**config.mk**
```make
export PLATFORM = sky130hd
export DESIGN_NAME = valve_disconnect_control
export DESIGN_NICKNAME = d
export VERILOG_FILES = /design/src/rtl/valve_channel.v /design/src/rtl/valve_disconnect_control.v
export VERILOG_INCLUDE_DIRS = /design/src /design/src/rtl
export SDC_FILE = /design/constraint.sdc
export NUM_CORES = 1
export LEC_CHECK = 0
export BUFFER_PORTS_ARGS = -buffer_cell sky130_fd_sc_hd__buf_2
export CAP_MARGIN = 25
export CORE_AREA = 2 2 195 149
export DETAILED_ROUTE_END_ITERATION = 7
export DIE_AREA = 0 0 197 151
export PLACE_DENSITY_LB_ADDON = 0.12
export SLEW_MARGIN = 0
export SYNTH_ARGS = -nofsm -noshare
export SYNTH_HDL_FRONTEND = slang
export SYNTH_SLANG_ARGS = --single-unit
```
**constraint.sdc**
```tcl
create_clock -name mclk -period 8.85 [get_ports mclk]
set_clock_uncertainty 0.2 [all_clocks]
set_input_delay 0.4425 -clock mclk [delete_from_list [all_inputs] [get_ports mclk]]
set_output_delay 0.4425 -clock mclk [all_outputs]
set_load 0.02 [all_outputs]
```
**src/rtl/valve_ctrl_defs.vh**
```
// Summary of operation
// - each channel holds a control mode 0..6 selecting permitted paths
// - mode 0 honours remote reconnect, write connected and write ready; no disconnection
// - remote disconnect goes to disconnected only when mode is above zero
// - remote reconnect in modes 1,3,5,6 goes to ready for reconnection
// - remote reconnect in modes 2 and 4 goes straight to connected
// - nonzero modes accept manual reconnection from the far device key
// - unsupported far-device transitions never corrupt channel state
// - valveless device: output and control state forced to 1, commands rejected
// - control and scripts act only for bidirectional devices with a valve
// - one shared schedule fires one selected script for all channels
// - schedule type resets to 1
// - selected script runs when current date and time match stored time
// - script table holds sixteen scripts over the four channels
// - odd scripts 1..7 write ready, even 2..8 write connected, channels 1..4
// - scripts 9,11,13,15 remote disconnect channels 1..4
// - scripts 10,12,14,16 remote reconnect channels 1..4
// - control state: 0 disconnected, 1 connected, 2 ready for reconnection
// - output state reports physical valve position, 0 false, 1 true
`ifndef VALVE_CTRL_DEFS_VH
`define VALVE_CTRL_DEFS_VH
`define ADDR_MODE0      4'h0
`define ADDR_MODE1      4'h1
`define ADDR_MODE2      4'h2
`define ADDR_MODE3      4'h3
`define ADDR_STATE      4'h4
`define ADDR_CMD        4'h5
`define ADDR_SCHED_SEL  4'h6
`define ADDR_SCHED_TYPE 4'h7
`define ADDR_SCHED_TIME 4'h8
`define ADDR_SCHED_DATE 4'h9
`define ADDR_NOW_TIME   4'hA
`define ADDR_NOW_DATE   4'hB
`define ADDR_DEVCAP     4'hC
`define CS_DISC         2'h0
`define CS_CONN         2'h1
`define CS_READY        2'h2
`define MODE_MAX        3'h6
`define MODE_RESET      3'h0
`define TYPE_RESET      8'h01
`define DATE_WILDCARD   32'hFFFF_FFFF
`define CMD_DISC        2'h1
`define CMD_RECON       2'h2
`define CMD_WR_READY    2'h3
`endif

```
**src/rtl/valve_channel.v**
```verilog
`timescale 1ns/1ps
`include "valve_ctrl_defs.vh"
// one disconnect channel: mode, control state and valve tracking
module valve_channel (
    input  wire       mclk,       // system clock
    input  wire       srst,       // sync reset, active high
    input  wire       hasValve,   // device is bidirectional with a valve
    input  wire [2:0] mode,       // control mode 0..6
    input  wire       cmdDisc,    // remote disconnect pulse
    input  wire       cmdRecon,   // remote reconnect pulse
    input  wire       wrReady,    // internal write ready pulse
    input  wire       wrConn,     // internal write connected pulse
    input  wire       keyRecon,   // manual key reconnect, synchronised pulse
    input  wire       valveOpen,  // physical valve position, synchronised
    output reg  [1:0] ctrlState_q,// control state
    output reg        outState_q  // output state
);
    reg [1:0] ctrlState_d;
    wire directRecon = (mode == 3'h2) || (mode == 3'h4);

    // next control state; unknown commands fall through leaving the state alone
    always @* begin
        ctrlState_d = ctrlState_q;
        if (!hasValve) begin
            ctrlState_d = `CS_CONN;
        end else if (wrConn) begin
            ctrlState_d = `CS_CONN;
        end else if (wrReady) begin
            ctrlState_d = `CS_READY;
        end else if (cmdDisc) begin
            if (mode != 3'h0)
                ctrlState_d = `CS_DISC;
        end else if (cmdRecon) begin
            if (mode == 3'h0)
                ctrlState_d = `CS_CONN;
            else if (directRecon)
                ctrlState_d = `CS_CONN;
            else if (mode <= `MODE_MAX)
                ctrlState_d = `CS_READY;
        end else if (keyRecon && mode != 3'h0 && ctrlState_q == `CS_READY) begin
            ctrlState_d = `CS_CONN;
        end
    end

    // state flops; out-of-range codes never appear because only legal codes load
    always @(posedge mclk) begin
        if (srst) begin
            ctrlState_q <= `CS_CONN;
            outState_q  <= 1'b0;
        end else begin
            ctrlState_q <= ctrlState_d;
            outState_q  <= hasValve ? valveOpen : 1'b1;
        end
    end
endmodule

```
**src/rtl/valve_disconnect_control.v**
```verilog
`timescale 1ns/1ps
`include "valve_ctrl_defs.vh"
// four-channel valve disconnect control with one shared schedule
module valve_disconnect_control #(
    parameter NCH = 4                 // channel count
) (
    input  wire        mclk,          // system clock, 125 MHz
    input  wire        srst,          // sync reset, active high
    input  wire [3:0]  regAddr,       // register word address
    input  wire [31:0] regWdata,      // write data
    input  wire        regWr,         // write strobe
    input  wire        regRd,         // read strobe
    output reg  [31:0] regRdata_q,    // read data, cycle after strobe
    input  wire [3:0]  valveOpenPin,  // physical valve position per channel
    input  wire [3:0]  keyPressPin,   // manual reconnect key per channel
    input  wire [3:0]  hasValvePin,   // device bidirectional with valve
    output reg  [7:0]  ctrlStates_q,  // control states, 2 bits per channel
    output reg  [3:0]  outStates_q,   // output states per channel
    output reg  [4:0]  firedScript_q  // last script fired by the schedule
);
    // pin synchronisers, two flops each for valve and capability, three for the key to allow edge detection
    reg [3:0] valveS1_q, valveS2_q, keyS1_q, keyS2_q, keyS3_q, capS1_q, capS2_q;
    always @(posedge mclk) begin
        if (srst) begin
            valveS1_q <= 4'h0;
            valveS2_q <= 4'h0;
            keyS1_q   <= 4'h0;
            keyS2_q   <= 4'h0;
            keyS3_q   <= 4'h0;
            capS1_q   <= 4'h0;
            capS2_q   <= 4'h0;
        end else begin
            valveS1_q <= valveOpenPin;
            valveS2_q <= valveS1_q;
            keyS1_q   <= keyPressPin;
            keyS2_q   <= keyS1_q;
            keyS3_q   <= keyS2_q;
            capS1_q   <= hasValvePin;
            capS2_q   <= capS1_q;
        end
    end
    wire [3:0] keyRise = keyS2_q & ~keyS3_q;   // one pulse per key press

    // software registers
    reg [2:0]  mode_q [0:3];
    reg [4:0]  schedSel_q;
    reg [7:0]  schedType_q;
    reg [31:0] schedTime_q, schedDate_q, nowTime_q, nowDate_q;
    reg        schedArmed_q;
    integer    i;

    // command register decode: [1:0] command, [3:2] channel
    wire       cmdWr  = regWr && regAddr == `ADDR_CMD;
    wire [1:0] cmdCh  = regWdata[3:2];
    wire [1:0] cmdOp  = regWdata[1:0];

    // schedule match; wildcard date matches any day
    wire dateHit = (schedDate_q == `DATE_WILDCARD) || (schedDate_q == nowDate_q);
    wire fire    = schedArmed_q && dateHit && (schedTime_q == nowTime_q);

    // script decode: 1..8 write state, 9..16 call methods
    wire [3:0] sIdx   = schedSel_q[3:0] - 4'h1;
    wire       sValid = fire && schedSel_q >= 5'h01 && schedSel_q <= 5'h10;
    wire [1:0] sCh    = sIdx[2:1];
    wire       sMeth  = sIdx[3];
    wire       sEven  = sIdx[0];   // zero-based odd index means an even script

    // register writes and schedule arming; firing disarms until re-armed by a write
    always @(posedge mclk) begin
        if (srst) begin
            for (i = 0; i < 4; i = i + 1)
                mode_q[i] <= `MODE_RESET;
            schedSel_q   <= 5'h00;
            schedType_q  <= `TYPE_RESET;
            schedTime_q  <= 32'h0000_0000;
            schedDate_q  <= 32'h0000_0000;
            nowTime_q    <= 32'h0000_0000;
            nowDate_q    <= 32'h0000_0000;
            schedArmed_q <= 1'b0;
        end else begin
            if (fire)
                schedArmed_q <= 1'b0;
            if (regWr) begin
                // whole word compared, so a value of 8 or more cannot alias onto a legal mode
                if (regAddr == `ADDR_MODE0) begin
                    if (regWdata <= {29'h0, `MODE_MAX}) mode_q[0] <= regWdata[2:0];
                end else if (regAddr == `ADDR_MODE1) begin
                    if (regWdata <= {29'h0, `MODE_MAX}) mode_q[1] <= regWdata[2:0];
                end else if (regAddr == `ADDR_MODE2) begin
                    if (regWdata <= {29'h0, `MODE_MAX}) mode_q[2] <= regWdata[2:0];
                end else if (regAddr == `ADDR_MODE3) begin
                    if (regWdata <= {29'h0, `MODE_MAX}) mode_q[3] <= regWdata[2:0];
                end else if (regAddr == `ADDR_SCHED_SEL) begin
                    schedSel_q   <= regWdata[4:0];
                    schedArmed_q <= 1'b1;
                end else if (regAddr == `ADDR_SCHED_TYPE) begin
                    schedType_q  <= regWdata[7:0];
                end else if (regAddr == `ADDR_SCHED_TIME) begin
                    schedTime_q  <= regWdata;
                    schedArmed_q <= 1'b1;
                end else if (regAddr == `ADDR_SCHED_DATE) begin
                    schedDate_q  <= regWdata;
                    schedArmed_q <= 1'b1;
                end else if (regAddr == `ADDR_NOW_TIME) begin
                    nowTime_q    <= regWdata;
                end else if (regAddr == `ADDR_NOW_DATE) begin
                    nowDate_q    <= regWdata;
                end
            end
        end
    end

    // per-channel command pulses; software may only issue method commands
    wire [3:0] chDisc, chRecon, chReady, chConn;
    wire [1:0] chState [0:3];
    wire [3:0] chOut;
    genvar g;
    generate
        for (g = 0; g < 4; g = g + 1) begin : chan
            localparam integer GI = g;
            wire [1:0] gch = GI[1:0];
            assign chDisc[g]  = (cmdWr && cmdCh == gch && cmdOp == `CMD_DISC)
                              || (sValid && sMeth && !sEven && sCh == gch);
            assign chRecon[g] = (cmdWr && cmdCh == gch && cmdOp == `CMD_RECON)
                              || (sValid && sMeth && sEven && sCh == gch);
            assign chReady[g] = sValid && !sMeth && !sEven && sCh == gch;
            assign chConn[g]  = sValid && !sMeth && sEven && sCh == gch;
            valve_channel u_ch (
                .mclk        (mclk),
                .srst        (srst),
                .hasValve    (capS2_q[g]),
                .mode        (mode_q[g]),
                .cmdDisc     (chDisc[g]),
                .cmdRecon    (chRecon[g]),
                .wrReady     (chReady[g]),
                .wrConn      (chConn[g]),
                .keyRecon    (keyRise[g]),
                .valveOpen   (valveS2_q[g]),
                .ctrlState_q (chState[g]),
                .outState_q  (chOut[g])
            );
        end
    endgenerate

    // registered outputs and read port
    always @(posedge mclk) begin
        if (srst) begin
            regRdata_q    <= 32'h0000_0000;
            ctrlStates_q  <= 8'h55;
            outStates_q   <= 4'h0;
            firedScript_q <= 5'h00;
        end else begin
            ctrlStates_q <= {chState[3], chState[2], chState[1], chState[0]};
            outStates_q  <= chOut;
            if (sValid)
                firedScript_q <= schedSel_q;
            regRdata_q <= 32'h0000_0000;
            if (regRd) begin
                if (regAddr == `ADDR_MODE0)           regRdata_q <= {29'h0, mode_q[0]};
                else if (regAddr == `ADDR_MODE1)      regRdata_q <= {29'h0, mode_q[1]};
                else if (regAddr == `ADDR_MODE2)      regRdata_q <= {29'h0, mode_q[2]};
                else if (regAddr == `ADDR_MODE3)      regRdata_q <= {29'h0, mode_q[3]};
                else if (regAddr == `ADDR_STATE)
                    regRdata_q <= {20'h0, chOut, chState[3], chState[2], chState[1], chState[0]};
                else if (regAddr == `ADDR_SCHED_SEL)  regRdata_q <= {26'h0, schedArmed_q, schedSel_q};
                else if (regAddr == `ADDR_SCHED_TYPE) regRdata_q <= {24'h0, schedType_q};
                else if (regAddr == `ADDR_SCHED_TIME) regRdata_q <= schedTime_q;
                else if (regAddr == `ADDR_SCHED_DATE) regRdata_q <= schedDate_q;
                else if (regAddr == `ADDR_NOW_TIME)   regRdata_q <= nowTime_q;
                else if (regAddr == `ADDR_NOW_DATE)   regRdata_q <= nowDate_q;
                else if (regAddr == `ADDR_DEVCAP)     regRdata_q <= {28'h0, capS2_q};
            end
        end
    end
endmodule

```
==> results by stage <==
Status:
- The flow ran to the end, and the final reports show no timing, DRC or antenna violations.

Synthesis:
- The share of flip-flops with an asynchronous set or reset is 0%.
- The count of synthesis-stage warnings from yosys is 0.
- The number of flops mapped to enable cells by yosys is 12.
- In the synthesized netlist, the cells that appear most often are nand2_1 (341), dfxtp_1 (231), a21oi_1 (195).
- For this run, the register share of the synthesized area comes to a little under half.
- The cell area after synthesis is 11010 um2.
- The net count after synthesis is ~1400.
- Synthesis handed over a netlist of 1367 instances.
- Averaged over all synthesized cells, the footprint is approximately 8.1 um2.
- The biggest area contributor in the post-synthesis netlist is dfxtp_1.
- The netlist uses 70 different library cells.
- In the synthesized netlist the dominant register cell turns out to be dfxtp_1.
- Sorting the synthesized cells by area gives the leading types as dfxtp_1 (42%), nand2_1 (12%), a21oi_1 (8.9%), xor2_1 (3.4%), edfxtp_1 (3.3%).
- The fraction of post-synthesis cell area in the top cell type by area is ~42%.
- The number of synthesized register bits is 243.
- The cell with the most instances after synthesis is nand2_1.

Placed design:
- The number of placed instances, taps included, is between 1500 and 2000.
- The global placement routability congestion is 0.9254.
- Prior to clock tree synthesis, the placed netlist has a worst setup slack of between 5000 and 6000 ps.
- The placed instances occupy a cell area of between 10000 and 15000 um2.
- The number of buffers inserted by port buffering is 100.
- The estimated wirelength of the detail-placed design is approximately 27 mm.

CTS:
- The clock root buffer master is clkbuf_16.
- The number of levels the H-tree was split into is 1.
- Buffers inserted during clock tree synthesis total 26.
- The TritonCTS clock tree is done.
- The CTS sink count is ~240.
- The post-cts gate resize count is 0.
- The later pin in the worst-skew pair is clocked with a latency of about 560 ps.
- Clock-pin slew was measured on the worst setup and hold paths at 60 ps.
- The clock passes through at most 3 buffers.

GRT:
- The wire length of the first global-routing pass is approximately 60 mm.
- Global routing finished with a remaining overflow of 0.
- Across every metal layer, demand over resource in global routing totals 26.41%.
- Entering global routing, the biggest net connects a little over 90 pins.
- The met3 usage is under 10%.
- The met2 usage in global routing is a little over a third.
- Global routing consumed, on the met1 layer, 40.85% of the routing resources.
- The number of global-route vias before repair is approximately 9500.
- The number of antenna violations at the first check in global routing is 2.
- After global routing, the most crowded layer is met1.

Power and ir drop:
- The peak supply drop is 130.8 uV.
- In this run the static leakage power is 4.806 nW.
- The completed layout was analyzed and its total power is ~2.4 mW.
- Dividing total power by cell area gives a power density of around 190 nW/um2.

Timing:
- Across all hold checks on the routed design, the worst slack comes to 39.27 ps.
- The total negative slack is 0 ps.
- Setup repair after global routing left no endpoint under its margin.
- The final critical path time including I/O delays and setup is between 3000 and 4000 ps.
- After layout, the worst setup slack is about 5200 ps.
- The share of the cycle needed by the critical path after routing is about two fifths.
- The final number of setup-violating endpoints is 0.
- Measured against its own limit, the worst slew margin works out to about a third.
- The count of final max-slew check failures came to 0.
- The number of hold-slack violations in the final timing report is 0.
- For this run, the top clock speed supported by timing is approximately 280 MHz.
- The slew at the pin closest to its max-slew limit is between 900 and 1000 ps.

Floorplan:
- The floorplan step defined a die boundary enclosing ~30000 um2.
- For this configuration, the core starts out at a cell density of around two fifths.
- In this run the vertical extent of the chip is ~150 um.
- The floorplan step set the die width to 197 um.
- During I/O placement, the number of pins put on the boundary was ~100.
- The total area inside the core boundary comes to around 28000 um2.
- The floorplan has 53 rows.

Worst setup path:
- STA classifies the critical path startpoint as a flop.
- The endpoint identified for the worst register-to-register timing path is chan[1].u_ch.ctrlState_q[0].
- For the worst setup path, the data required time is between 9000 and 10000 ps.
- The startpoint identified for the worst register-to-register timing path is schedDate_q[11].
- The reg2reg setup slack is around 5200 ps.
- The element type at the critical path end is a flop.
- The logic depth of the worst register-to-register path is 8.
- The arrival time at the worst endpoint is about 3900 ps.
- The critical path class is reg -> reg.
- The maximum fanout count along the critical path is 17.

Routing:
- The pre-antenna-repair detailed-routing pass consisted of 5 iterations.
- The initial detailed-routing violation count is 1073.
- After detailed routing, the number of remaining DRC violations is 0.
- In the final routed layout, each cell accounts on average for roughly 22 um.
- The average via count per standard cell is 5.694.
- The sum of routed wire length over all layers is 39.51 mm.
- The routed layout has 10440 vias.
- Once detail routing completed, the nets flagged for antenna violations numbered 0.

Hold path:
- The worst hold path was traced through 3 stages.
- The endpoint with the worst hold slack is nowDate_q[30].
- The worst hold path begins at regWdata[30].
- The min-delay analysis places its worst path in the category in -> reg.

Cells and area:
- The post-route netlist has between 10% and 20% of its cells at a drive strength greater than 1.
- The number of nets in the finished design is about 1500.
- The post-layout instance area is between 10000 and 15000 um2.
- The post-route non-filler standard cell count is 1833.
- The final cell utilization of the core is about 47%.
- The fill cell total of the finished layout is around 2800.
- The repair_antennas step left the layout with diodes totalling 0.
- The area overhead of the layout relative to synthesis is 18.44%.

Flow run:
- The tool flagged a number of max-cap violations equal to 0.
report_power, final:
part           internal (mW)  switching (mW)
combinational         0.0689           0.142
sequential              1.12          0.0180
clock                  0.616           0.469
layout make-up:
| type | count | area, um2 | area share [%] |
|---|---|---|---|
| multi-input cells | 1021 | 5654 | 43.37 |
| repair buffers | 153 | 1057 | 8.110 |
| inverters | 13 | 48.80 | 0.3743 |
| well taps | 357 | 446.7 | 3.426 |
| clock inverters | 9 | 102.6 | 0.7870 |
| clock buffers | 37 | 742.0 | 5.692 |
| flip-flops and latches | 243 | 4985 | 38.24 |
critical path, cell delays in order, from the launching register on:
cell and delay [ps]:
dfxtp_1 420, xor2_1 130, nor4_1 590, nand2_1 240, o31ai_4 700, nand4_1 470, o22ai_1 330, nor2_1 80
a221o_1 340
worst max path at each step:
| stage | cells after the start | end | startpoint | slack (ps) |
|---|---|---|---|---|
| floorplan | 11 | chan[1].u_ch.ctrlState_q[0] | schedSel_q[0] | 5860 |
| global placement | 8 | chan[0].u_ch.ctrlState_q[0] | regAddr[0] | 5210 |
| detailed placement | 9 | chan[3].u_ch.ctrlState_q[1] | regAddr[0] | 5190 |
| CTS | 8 | chan[1].u_ch.ctrlState_q[0] | schedDate_q[11] | 5310 |
| global route | 8 | chan[1].u_ch.ctrlState_q[0] | schedDate_q[11] | 5010 |
| finish | 8 | chan[1].u_ch.ctrlState_q[0] | schedDate_q[11] | 5220 |
state kept, by name, summed over array words and instances, names as in the netlist, 5 cells and up:
name / count
schedTime_q: 32
schedType_q: 8
ctrlStates_q: 8
chan.u_ch.ctrlState_q: 8
schedDate_q: 32
nowDate_q: 32
nowTime_q: 32
regRdata_q: 32
mode_q: 12
schedSel_q: 5
firedScript_q: 5
kinds of logic (layout without fill, tap and decap cells):
| family | count (synthesis) | after routing | synth area share, % |
|---|---|---|---|
| simple gates | 598 | 598 | 25.37 |
| compound gates | 340 | 340 | 18.89 |
| flops | 243 | 243 | 45.29 |
| buf+inv | 103 | 212 | 3.535 |
| xor+xnor | 69 | 69 | 5.491 |
| mux | 11 | 11 | 1.080 |
| fa+ha+maj | 3 | 3 | 0.3411 |
routing by layer:
metal  routed length (um)  vias to the layer above
met5                   55                        -
met4                  848                        6
met3                 3695                       66
met2                15280                      428
met1                19630                     4985
li1                     -                     4953
cell usage in the layout (no fill, tap or decap), types with 23 or more instances in the layout:
| cell | instances |
|---|---|
| clkbuf_16 | 26 |
| dlygate4sd3_1 | 38 |
| nand4_1 | 23 |
| dfxtp_1 | 231 |
| nand3_1 | 25 |
| xor2_1 | 43 |
| nor2b_1 | 37 |
| buf_2 | 99 |
| nor2_1 | 42 |
| xnor2_1 | 26 |
| nand2_1 | 341 |
| o21ai_0 | 44 |
| a21oi_1 | 195 |
| nor4_1 | 27 |
timing repair:
action                    CTS  global route
setup buffers               0             0
hold buffers               38             0
hold endpoints to repair  113             0
(Power assumes the default switching activity.)
